[config.mk]
export PLATFORM = sky130hd
export DESIGN_NAME = spdif_rx_status_restart
export DESIGN_NICKNAME = d
export VERILOG_FILES = /design/src/inc/spdif_rx_status_pkg.sv /design/src/rtl/word_size_encoder.sv /design/src/rtl/spdif_rx_status_restart.sv
export VERILOG_INCLUDE_DIRS = /design/src /design/src/inc
export SDC_FILE = /design/constraint.sdc
export NUM_CORES = 1
export LEC_CHECK = 0
export ABC_AREA = 1
export BUFFER_PORTS_ARGS = -buffer_cell sky130_fd_sc_hd__buf_2
export CELL_PAD_IN_SITES_DETAIL_PLACEMENT = 1
export CELL_PAD_IN_SITES_GLOBAL_PLACEMENT = 1
export CORE_UTILIZATION = 39
export CTS_CLUSTER_SIZE = 10
export DETAILED_ROUTE_END_ITERATION = 16
export PLACE_DENSITY_LB_ADDON = 0.1
export SLEW_MARGIN = 20
export SYNTH_ARGS = -nofsm -noshare
export SYNTH_HDL_FRONTEND = slang
export SYNTH_SLANG_ARGS = --single-unit
[constraint.sdc]
create_clock -name core_clk_in -period 2.2 [get_ports core_clk_in]
set_input_delay 0.11 -clock core_clk_in [delete_from_list [all_inputs] [get_ports core_clk_in]]
set_output_delay 0.11 -clock core_clk_in [all_outputs]
set_load 0.03 [all_outputs]
[src/inc/spdif_rx_status_map.svh]
// register offsets, field positions, reset values for the receiver status bank
`ifndef SPDIF_RX_STATUS_MAP_SVH
`define SPDIF_RX_STATUS_MAP_SVH
`define ADDR_W 16
`define DATA_W 16
`define OFF_LOCK_STATUS 16'hF600
`define OFF_DECODED_FORMAT 16'hF602
`define OFF_COMPRESSION_CODE 16'hF603
`define OFF_AUTO_RESUME 16'hF604
`define OFF_SYNC_LOST 16'hF605
`define OFF_IRQ_STATUS 16'hF610
`define OFF_IRQ_ENABLE 16'hF611
`define OFF_IRQ_CLEAR 16'hF612
`define OFF_MANUAL_RESUME 16'hF613
`define RIGHT_WL_HI 9
`define RIGHT_WL_LO 6
`define LEFT_WL_HI 5
`define LEFT_WL_LO 2
`define FAMILY_BIT 1
`define PAYLOAD_BIT 0
`define RESUME_BIT 0
`define RESET_VALUE 16'h0000
`define IRQ_W 3
`define IRQ_LOST 0
`define IRQ_RELOCK 1
`define IRQ_STATUS_NEW 2
`endif

[src/inc/spdif_rx_status_pkg.sv]
// types for the receiver status bank
`default_nettype none
package spdif_rx_status_pkg;
  typedef enum logic [2:0] {
    ST_UNLOCKED = 3'b001,
    ST_PLAYING = 3'b010,
    ST_HELD = 3'b100
  } audio_state_t;
  typedef logic [15:0] word_t;
endpackage : spdif_rx_status_pkg
`default_nettype wire

[src/rtl/word_size_encoder.sv]
// maps a detected bit count and maximum word to the 4-bit word-length code
`default_nettype none
`include "spdif_rx_status_map.svh"
module word_size_encoder (
  input wire logic core_clk_in,
  input wire logic rst_in,
  input wire logic load_in,
  input wire logic [4:0] bits_in,
  input wire logic max24_in,
  output logic [3:0] code_out
);
  logic [3:0] code_r;
  logic [3:0] code_nxt;
  logic [3:0] enc;

  // lookup of the two word families; unknown counts give zero
  always_comb
  begin
    enc = 4'h0;
    if (!max24_in)
    begin
      case (bits_in)
        5'h10: enc = 4'h2;
        5'h11: enc = 4'hC;
        5'h12: enc = 4'h4;
        5'h13: enc = 4'h8;
        5'h14: enc = 4'hA;
        default: enc = 4'h0;
      endcase
    end
    else
    begin
      case (bits_in)
        5'h14: enc = 4'h3;
        5'h15: enc = 4'hD;
        5'h16: enc = 4'h5;
        5'h17: enc = 4'h9;
        5'h18: enc = 4'hB;
        default: enc = 4'h0;
      endcase
    end
    code_nxt = load_in ? enc : code_r;
  end

  // held code, cleared at reset
  always_ff @(posedge core_clk_in or posedge rst_in)
  begin
    if (rst_in)
      code_r <= 4'h0;
    else
      code_r <= code_nxt;
  end

  assign code_out = code_r;
endmodule : word_size_encoder
`default_nettype wire

[src/rtl/spdif_rx_status_restart.sv]
// receiver status, decode registers and auto-resume mute control
//
// Overview of operation
// - right word length in bits 9:6
// - left word length in bits 5:2
// - 20-bit max word-length codes
// - 24-bit max word-length codes
// - bit 0: pcm or compressed
// - bit 1: compression family
// - 16-bit compression code register
// - mute whenever the state is not ST_PLAYING
// - resume off: stay muted after relock
// - resume on: unmute on relock, clear flag
// - decode registers reset zero, 15:10 reserved
// - sticky lost flag until resume bit written 1 or relock with resume on
// - lock status bit mirrors lock
//
// The plain strobed port was left to the implementer.
`default_nettype none
`include "spdif_rx_status_map.svh"
module spdif_rx_status_restart (
  input wire logic core_clk_in,
  input wire logic rst_in,
  input wire logic [15:0] addr_in,
  input wire logic [15:0] wdata_in,
  input wire logic wr_in,
  input wire logic rd_in,
  output logic [15:0] rdata_out,
  input wire logic lock_in,
  input wire logic status_valid_in,
  input wire logic [4:0] right_bits_in,
  input wire logic [4:0] left_bits_in,
  input wire logic max24_in,
  input wire logic compressed_in,
  input wire logic family_in,
  input wire logic [15:0] code_in,
  output logic mute_out,
  output logic lock_out,
  output logic sync_lost_out,
  output logic irq_out
);
  ////////////////////////////////////////////////////////////////////////////
  logic lock_r;
  logic lock_nxt;
  logic resume_r;
  logic resume_nxt;
  logic sync_lost_sticky_r;
  logic sync_lost_sticky_nxt;
  logic payload_r;
  logic payload_nxt;
  logic compression_family_r;
  logic compression_family_nxt;
  spdif_rx_status_pkg::word_t compression_code_r;
  spdif_rx_status_pkg::word_t compression_code_nxt;
  spdif_rx_status_pkg::audio_state_t state_r;
  spdif_rx_status_pkg::audio_state_t state_nxt;
  logic [`IRQ_W-1:0] irq_stat_r;
  logic [`IRQ_W-1:0] irq_stat_nxt;
  logic [`IRQ_W-1:0] irq_en_r;
  logic [`IRQ_W-1:0] irq_en_nxt;
  logic [15:0] rdata_r;
  logic [15:0] rdata_nxt;
  logic mute_r;
  logic irq_r;
  logic [3:0] right_word_size_detected;
  logic [3:0] left_word_size_detected;
  logic refresh;
  logic lost_evt;
  logic relock_evt;
  logic resume_wr;
  logic resume_rise;
  logic manual_kick;
  logic [15:0] decoded_format;

  ////////////////////////////////////////////////////////////////////////////
  // decode refresh only while locked, so stale frames never overwrite
  assign refresh = status_valid_in & lock_in;
  assign lost_evt = lock_r & ~lock_in;
  assign relock_evt = ~lock_r & lock_in;
  assign resume_wr = wr_in & (addr_in == `OFF_AUTO_RESUME);
  assign resume_rise = resume_wr & wdata_in[`RESUME_BIT] & ~resume_r;
  // spare register: any write restarts audio like a resume toggle
  assign manual_kick = (wr_in & (addr_in == `OFF_MANUAL_RESUME)) | resume_rise;

  word_size_encoder u_right (
    .core_clk_in(core_clk_in),
    .rst_in(rst_in),
    .load_in(refresh),
    .bits_in(right_bits_in),
    .max24_in(max24_in),
    .code_out(right_word_size_detected)
  );

  word_size_encoder u_left (
    .core_clk_in(core_clk_in),
    .rst_in(rst_in),
    .load_in(refresh),
    .bits_in(left_bits_in),
    .max24_in(max24_in),
    .code_out(left_word_size_detected)
  );

  // reserved 15:10 read zero
  assign decoded_format = {6'h00,
    right_word_size_detected,
    left_word_size_detected,
    compression_family_r,
    payload_r};

  ////////////////////////////////////////////////////////////////////////////
  // decoded payload fields; bus writes never reach them
  always_comb
  begin
    payload_nxt = payload_r;
    compression_family_nxt = compression_family_r;
    compression_code_nxt = compression_code_r;
    if (refresh)
    begin
      payload_nxt = compressed_in;
      compression_family_nxt = family_in;
      // code only tracks while compressed; pcm keeps last value
      if (compressed_in)
        compression_code_nxt = code_in;
    end
  end

  always_ff @(posedge core_clk_in or posedge rst_in)
  begin
    if (rst_in)
    begin
      payload_r <= 1'b0;
      compression_family_r <= 1'b0;
      compression_code_r <= `RESET_VALUE;
    end
    else
    begin
      payload_r <= payload_nxt;
      compression_family_r <= compression_family_nxt;
      compression_code_r <= compression_code_nxt;
    end
  end

  ////////////////////////////////////////////////////////////////////////////
  // lock tracking, sticky flag and resume control
  always_comb
  begin
    lock_nxt = lock_in;
    resume_nxt = resume_wr ? wdata_in[`RESUME_BIT] : resume_r;
    sync_lost_sticky_nxt = sync_lost_sticky_r;
    // a loss in the same cycle as the clear wins
    if ((resume_wr & wdata_in[`RESUME_BIT]) | (resume_r & relock_evt))
      sync_lost_sticky_nxt = 1'b0;
    if (lost_evt)
      sync_lost_sticky_nxt = 1'b1;
  end

  always_ff @(posedge core_clk_in or posedge rst_in)
  begin
    if (rst_in)
    begin
      lock_r <= 1'b0;
      resume_r <= 1'b0;
      sync_lost_sticky_r <= 1'b0;
    end
    else
    begin
      lock_r <= lock_nxt;
      resume_r <= resume_nxt;
      sync_lost_sticky_r <= sync_lost_sticky_nxt;
    end
  end

  ////////////////////////////////////////////////////////////////////////////
  // mute machine: held waits for resume bit or a manual kick
  always_comb
  begin
    state_nxt = state_r;
    case (state_r)
      spdif_rx_status_pkg::ST_UNLOCKED:
        if (lock_in)
          state_nxt = spdif_rx_status_pkg::ST_PLAYING;
      spdif_rx_status_pkg::ST_PLAYING:
        if (!lock_in)
          state_nxt = spdif_rx_status_pkg::ST_HELD;
      spdif_rx_status_pkg::ST_HELD:
        if (lock_in & (resume_r | manual_kick))
          state_nxt = spdif_rx_status_pkg::ST_PLAYING;
        else
          state_nxt = spdif_rx_status_pkg::ST_HELD;
      default:
        state_nxt = spdif_rx_status_pkg::ST_UNLOCKED;
    endcase
  end

  always_ff @(posedge core_clk_in or posedge rst_in)
  begin
    if (rst_in)
      state_r <= spdif_rx_status_pkg::ST_UNLOCKED;
    else
      state_r <= state_nxt;
  end

  // mute registered from next state so it leaves with the state
  always_ff @(posedge core_clk_in or posedge rst_in)
  begin
    if (rst_in)
      mute_r <= 1'b1;
    else
      mute_r <= (state_nxt != spdif_rx_status_pkg::ST_PLAYING);
  end

  ////////////////////////////////////////////////////////////////////////////
  // interrupts: sticky events, set beats clear
  always_comb
  begin
    irq_en_nxt = irq_en_r;
    irq_stat_nxt = irq_stat_r;
    if (wr_in & (addr_in == `OFF_IRQ_ENABLE))
      irq_en_nxt = wdata_in[`IRQ_W-1:0];
    if (wr_in & (addr_in == `OFF_IRQ_CLEAR))
      irq_stat_nxt = irq_stat_r & ~wdata_in[`IRQ_W-1:0];
    if (lost_evt)
      irq_stat_nxt[`IRQ_LOST] = 1'b1;
    if (relock_evt)
      irq_stat_nxt[`IRQ_RELOCK] = 1'b1;
    if (refresh)
      irq_stat_nxt[`IRQ_STATUS_NEW] = 1'b1;
  end

  always_ff @(posedge core_clk_in or posedge rst_in)
  begin
    if (rst_in)
    begin
      irq_en_r <= '0;
      irq_stat_r <= '0;
      irq_r <= 1'b0;
    end
    else
    begin
      irq_en_r <= irq_en_nxt;
      irq_stat_r <= irq_stat_nxt;
      irq_r <= |(irq_stat_nxt & irq_en_nxt);
    end
  end

  ////////////////////////////////////////////////////////////////////////////
  // read mux, data stand the cycle after the strobe; unmapped reads zero
  always_comb
  begin
    rdata_nxt = 16'h0000;
    if (rd_in)
    begin
      case (addr_in)
        `OFF_LOCK_STATUS: rdata_nxt = {15'h0000, lock_r};
        `OFF_DECODED_FORMAT: rdata_nxt = decoded_format;
        `OFF_COMPRESSION_CODE: rdata_nxt = compression_code_r;
        `OFF_AUTO_RESUME: rdata_nxt = {15'h0000, resume_r};
        `OFF_SYNC_LOST: rdata_nxt = {15'h0000, sync_lost_sticky_r};
        `OFF_IRQ_STATUS: rdata_nxt = {13'h0000, irq_stat_r};
        `OFF_IRQ_ENABLE: rdata_nxt = {13'h0000, irq_en_r};
        default: rdata_nxt = 16'h0000;
      endcase
    end
  end

  always_ff @(posedge core_clk_in or posedge rst_in)
  begin
    if (rst_in)
      rdata_r <= 16'h0000;
    else
      rdata_r <= rdata_nxt;
  end

  assign rdata_out = rdata_r;
  assign mute_out = mute_r;
  assign lock_out = lock_r;
  assign sync_lost_out = sync_lost_sticky_r;
  assign irq_out = irq_r;
endmodule : spdif_rx_status_restart
`default_nettype wire

## After elaboration in Yosys (flattened, before gate mapping)

Index checks and enable logic that the tools add are counted.

- Equal/unequal tests: 31
- Muxes and demuxes: 19
- Bitwise gates (word level): 20
- Reduce and logical (&&, ||, !) cells: 3

Operators with widths:

| kind | count |
|---|---|
| $eq A16 B16 Y1 const B | 9 |
| $pmux W16 S7 | 1 |
| $eq A5 B5 Y1 const B | 18 |
| $pmux W4 S5 | 4 |
| $mux W16 | 1 |
| $mux W3 | 5 |
| $and A1 B1 Y1 | 11 |
| $pmux W3 S3 | 1 |
| $mux W4 | 2 |
| $and A3 B3 Y3 | 2 |
| $mux W1 | 5 |
| $eq A3 B1 Y1 const B | 1 |
| $eq A3 B2 Y1 const B | 1 |
| $eq A3 B3 Y1 const B | 1 |
| $ne A3 B2 Y1 const B | 1 |
| $not A1 Y1 | 3 |
| $not A3 Y3 | 1 |
| $or A1 B1 Y1 | 3 |
| $reduce_or A3 Y1 | 1 |
| $reduce_and A2 Y1 | 1 |
| $reduce_bool A2 Y1 | 1 |

- Register bits: 56
- Input bits: 67
- Output and inout port bits: 20
- Logic and storage cells: 87

## Depth between registers and ports, before layout

- Word-level depth: 10
- Gate-level depth with buffers: 11
- Gate-level depth less buffers: 11

## Hierarchy

Synthesis repeated with hierarchy kept, for this count alone.

- Cell total of the unflattened synthesis: 348
- Area, all modules: 2800.2 µm²

Modules (own cells, without submodules):

| module | instances | cells an instance | area an instance (µm²) | seq. area each (µm²) |
|---|---|---|---|---|
| spdif_rx_status_restart | 1 | 266 | 2279.7 | 1203.7 |
| word_size_encoder | 2 | 41 | 260.2 | 100.1 |

## Least setup slack after synthesis

Ideal clock, no wire load.

- Path kind: input-to-reg
- Start point: input lock_in
- End point: register compression_code_r[0]
- Setup time: 125 ps
- Data arrival time: 1041 ps
- Required time: 2075 ps
- Slack: 1035 ps
- Stages on the path: 6
- Buffers on the path: 2
- Path through: buf_2 > nand2_2 > inv_2 > nand2_1 > buf_2 > mux2_2

- Cells in the longest elaborated chain, start to end: 2

Ends and longest elaborated chain:

| element | RTL line | source |
|---|---|---|
| start: declaration | spdif_rx_status_restart.sv:29 | `input wire logic lock_in,` |
| $and A1 B1 Y1 | spdif_rx_status_restart.sv:77 | `assign refresh = status_valid_in & lock_in;` |
| $reduce_and A2 Y1 (no line) | - |  |
| end signal: assignment | spdif_rx_status_restart.sv:133 | `` compression_code_r <= `RESET_VALUE; `` |
| end signal: assignment | spdif_rx_status_restart.sv:139 | `compression_code_r <= compression_code_nxt;` |
| end: declaration | spdif_rx_status_restart.sv:53 | `spdif_rx_status_pkg::word_t compression_code_r;` |

Every way passes these cells.
A chain may end at the register's enable or synchronous reset.

## Final worst setup path

- Start point: input lock_in
- End point: register compression_code_r[11]

Same word-level chain as after synthesis.

==> run_summary.xml <==
<?xml version="1.0" encoding="UTF-8"?>
<metrics>
  <group name="worst_setup_path">
    <metric name="timing.critical_path.slowest_stage_cell" unit="">sky130_fd_sc_hd__dlygate4sd3_1</metric>
    <metric name="critical_path.startpoint_type" unit="">input port</metric>
    <metric name="critPathLaunch" unit="">lock_in</metric>
    <metric name="worstPathMaxFanout" unit="">17</metric>
    <metric name="crit_path_end_kind" unit="">register</metric>
    <metric name="critPathMaxStageDelay" unit="ns">0.53</metric>
    <metric name="arrival_worst_endpoint" unit="ns">1.96</metric>
    <metric name="path_cells" unit="">dlygate4sd3_1 -&gt; buf_2 -&gt; nand2_2 -&gt; inv_2 -&gt; nand2_1 -&gt; buf_4 -&gt; nor2_1 -&gt; a21oi_1</metric>
    <metric name="timing.critical_path.required" unit="ns">2.45</metric>
    <metric name="worst-r2r-setup-slack" unit="ns">0.97</metric>
    <metric name="worst-setup-path-type" unit="">in2reg</metric>
    <metric name="r2r_startpoint" unit="">state_r[0]</metric>
    <metric name="critical_path.n_buffers_inverters" unit="">4</metric>
    <metric name="critical_path.top_delay_family" unit="">buffers and inverters</metric>
  </group>
  <group name="timing">
    <metric name="timing.clock.skew" unit="ns">0.01349</metric>
    <metric name="maxSlewHeadroom" unit="%">65.53</metric>
    <metric name="setup_repair_after_global_routing_missed_its_margin" unit="">no</metric>
    <metric name="clock.fmax" unit="MHz">584.4</metric>
    <metric name="count_of_final_setup_violators" unit="">0</metric>
    <metric name="fin_crit_sh" unit="%">77.78</metric>
    <metric name="tightestPinTransition" unit="ns">0.5159</metric>
    <metric name="timing_max_transition_violations_final" unit="">0</metric>
    <metric name="min_period" unit="ns">1.711</metric>
    <metric name="setup_tns" unit="ns">0</metric>
    <metric name="report.final.hold_viol_count" unit="">0</metric>
  </group>
  <group name="floorplan">
    <metric name="fp.dieW" unit="microns">87.23</metric>
    <metric name="dieArea" unit="sq um">7608</metric>
    <metric name="initial_core_util" unit="%">41.01</metric>
    <metric name="io_pins" unit="">87</metric>
    <metric name="row_count" unit="">30</metric>
    <metric name="die_h" unit="microns">87.23</metric>
    <metric name="design.core.area" unit="sq um">6907</metric>
  </group>
  <group name="cts">
    <metric name="clock_sink_count" unit="">56</metric>
    <metric name="post_cts.resized_instances" unit="">0</metric>
    <metric name="cts_made_buffers" unit="">5</metric>
    <metric name="clk_pin_slew_worst_setup_hold_paths" unit="ns">0.11</metric>
    <metric name="cts.repair_timing.setup_buffer_count" unit="">0</metric>
    <metric name="clk_root_buffer_cell" unit="">sky130_fd_sc_hd__clkbuf_8</metric>
    <metric name="tritoncts_clock_tree" unit="">built</metric>
    <metric name="clock_path_buffers" unit="">2</metric>
    <metric name="ctsHoldBuffers" unit="">3</metric>
    <metric name="worst_skew_late_latency" unit="ns">0.31</metric>
    <metric name="htree_levels" unit="">2</metric>
  </group>
  <group name="yosys">
    <metric name="syn-mean-instance-area" unit="sq um">7.891</metric>
    <metric name="synth.yosys.seq_area_share" unit="%">49.56</metric>
    <metric name="synth.most_common_cell" unit="">sky130_fd_sc_hd__nand2_1</metric>
    <metric name="synth_top_cell_area_share" unit="%">47.70</metric>
    <metric name="synthesis.area" unit="sq um">2833</metric>
    <metric name="edff_count_synth" unit="">0</metric>
    <metric name="syn-instance-count" unit="">359</metric>
    <metric name="synth_area_leaders" unit="">sky130_fd_sc_hd__dfrtp_1, sky130_fd_sc_hd__nand2_1, sky130_fd_sc_hd__inv_1, sky130_fd_sc_hd__nor2_1, sky130_fd_sc_hd__nand3_1</metric>
    <metric name="synth-main-ff-cell" unit="">sky130_fd_sc_hd__dfrtp_1</metric>
    <metric name="yosys_cell_types" unit="">28</metric>
    <metric name="fraction_of_registers_with_async_set_reset" unit="%">100.0</metric>
    <metric name="synth_nets" unit="">426</metric>
    <metric name="ys_seq_elements" unit="">56</metric>
    <metric name="post_synth_most_frequent_cells" unit="">sky130_fd_sc_hd__nand2_1, sky130_fd_sc_hd__inv_1, sky130_fd_sc_hd__dfrtp_1, sky130_fd_sc_hd__nor2_1, sky130_fd_sc_hd__nand3_1</metric>
    <metric name="yosys_warnings" unit="">0</metric>
    <metric name="yosysTopAreaCell" unit="">sky130_fd_sc_hd__dfrtp_1</metric>
  </group>
  <group name="global_route">
    <metric name="vias_in_the_first_global_route" unit="">2542</metric>
    <metric name="number_of_antenna_violations_at_the_first_check_in_global_routing" unit="">0</metric>
    <metric name="grt_max_degree" unit="">22</metric>
    <metric name="grt_pass1_wl" unit="microns">11500</metric>
    <metric name="globalRouteTotalUtil" unit="%">19.39</metric>
    <metric name="grt_overflow_total" unit="">0</metric>
  </group>
  <group name="detailed_routing">
    <metric name="initialDrtViolationCount" unit="">56</metric>
    <metric name="drc" unit="">0</metric>
    <metric name="final_antenna_net_count" unit="">0</metric>
    <metric name="routedWlPerCell" unit="microns">12.56</metric>
    <metric name="num_vias" unit="">2493</metric>
    <metric name="route.final.wire_length" unit="microns">6747</metric>
    <metric name="drt_pre_antenna_iters" unit="">6</metric>
    <metric name="routed_via_count_divided_by_cell_count" unit="">4.642</metric>
  </group>
  <group name="layout">
    <metric name="fill_cells" unit="">915</metric>
    <metric name="num-nets-final" unit="">507</metric>
    <metric name="layout-area-overhead-vs-synth" unit="%">21.42</metric>
    <metric name="antennaDiodeCount" unit="">0</metric>
    <metric name="drive_gt1_share" unit="%">28.80</metric>
    <metric name="final-instance-count-excl-fill" unit="">537</metric>
  </group>
  <group name="placed_design">
    <metric name="place_inst" unit="">526</metric>
    <metric name="gpl.final_weighted_congestion" unit="">0.7819</metric>
    <metric name="place_hpwl" unit="microns">5428</metric>
    <metric name="buffer_ports.inserted" unit="">73</metric>
  </group>
  <group name="power">
    <metric name="power.density_cell_area" unit="nW/um^2">615.8</metric>
    <metric name="worst_ir_drop_vdd" unit="mV">0.3794</metric>
    <metric name="cellLeakagePower" unit="nW">1.857</metric>
  </group>
  <group name="outcome">
    <metric name="outcome" unit="">complete, no violations</metric>
  </group>
  <group name="hold_path">
    <metric name="launch_point_of_the_worst_hold_path" unit="">code_in[0]</metric>
    <metric name="min_path_type" unit="">in2reg</metric>
  </group>
  <group name="run">
    <metric name="max_cap_violations" unit="">0</metric>
  </group>
</metrics>
-- stage by stage --
step                total power, W  hold slack (ns)  util (%)  setup slack (ns)  instance area, sq um
floorplan                 0.001415           0.1414         -            0.7220                  2833
global placement          0.001528           0.1384     47.99            0.6667                  3314
detailed placement        0.001554           0.1472     47.99            0.6330                  3314
CTS                       0.002147          0.03337     49.80            0.4774                  3440
global route              0.002243          0.03976     49.80            0.3392                  3440
finish                    0.002118          0.03998     49.80            0.4889                  3440
-- flip-flops by register name, summed over array words and instances (netlist names) --
register and cells:
compression_code_r 16, irq_stat_r 3, compression_family_r 1, lock_out 1
mute_out 1, state_r 3, irq_en_r 3, payload_r 1
irq_out 1, u_left.code_out 4, resume_r 1, rdata_out 16
u_right.code_out 4, sync_lost_out 1
-- worst reg2reg max path: stages, from the launching register on --
cell and delay [ns]:
sky130_fd_sc_hd__dfstp_2 0.55, sky130_fd_sc_hd__inv_1 0.04, sky130_fd_sc_hd__nor2_1 0.12, sky130_fd_sc_hd__nand2_1 0.08
sky130_fd_sc_hd__o21ai_0 0.25, sky130_fd_sc_hd__inv_1 0.07, sky130_fd_sc_hd__nand2_1 0.07
-- logic make-up (layout without fill, tap and decap cells) --
logic type | after synthesis | count (layout) | synth area share [%]
buf+inv | 73 | 155 | 10.07
mux | 3 | 3 | 1.192
flops | 56 | 56 | 49.56
simple gates | 186 | 186 | 31.36
compound gates | 41 | 41 | 7.818
-- power by group --
group | switching, W | internal [W]
clock | 0.000357 | 0.000233
sequential | 0.0000420 | 0.00114
combinational | 0.000219 | 0.000130
total | 0.000618 | 0.00150
-- final timing paths --
check	end	cells after the start
setup / recovery	compression_code_r[11]	8
hold / removal	compression_code_r[0]	2
hold reg to reg	rdata_out[10]	2
setup reg to reg	mute_out	6
min in group asynchronous	rdata_out[10]	3
max in group asynchronous	mute_out	4
-- layout make-up --
| type | instances | area [sq um] | share of cell area, % |
|---|---|---|---|
| clock buffer | 5 | 68.82 | 2.001 |
| timing repair buffer | 80 | 425.4 | 12.37 |
| sequential | 56 | 1404 | 40.81 |
| clock inverter | 3 | 26.28 | 0.7639 |
| tap | 96 | 120.1 | 3.492 |
| multi-input combinational | 230 | 1144 | 33.25 |
| inverter | 67 | 251.5 | 7.312 |
-- layer usage --
metal | wire length (microns) | up-vias | GRT usage [%]
met1 | 3146 | 1155 | 25.18
met4 | 61 | 0 | 4.471
li1 | - | 1281 | -
met5 | 0 | - | 0
met2 | 3264 | 52 | 34.00
met3 | 275 | 5 | 3.128
-- placed cells by master (no fill, tap or decap), types with 10 or more instances in the layout --
cell and n:
sky130_fd_sc_hd__nand2_1 74, sky130_fd_sc_hd__buf_2 73, sky130_fd_sc_hd__inv_1 57, sky130_fd_sc_hd__dfrtp_1 54
sky130_fd_sc_hd__nor2_1 49, sky130_fd_sc_hd__nand3_1 25, sky130_fd_sc_hd__a21oi_1 16, sky130_fd_sc_hd__o21ai_0 15
sky130_fd_sc_hd__nor2_2 11, sky130_fd_sc_hd__inv_2 10
Note: power is estimated with default switching activity, not from simulation.
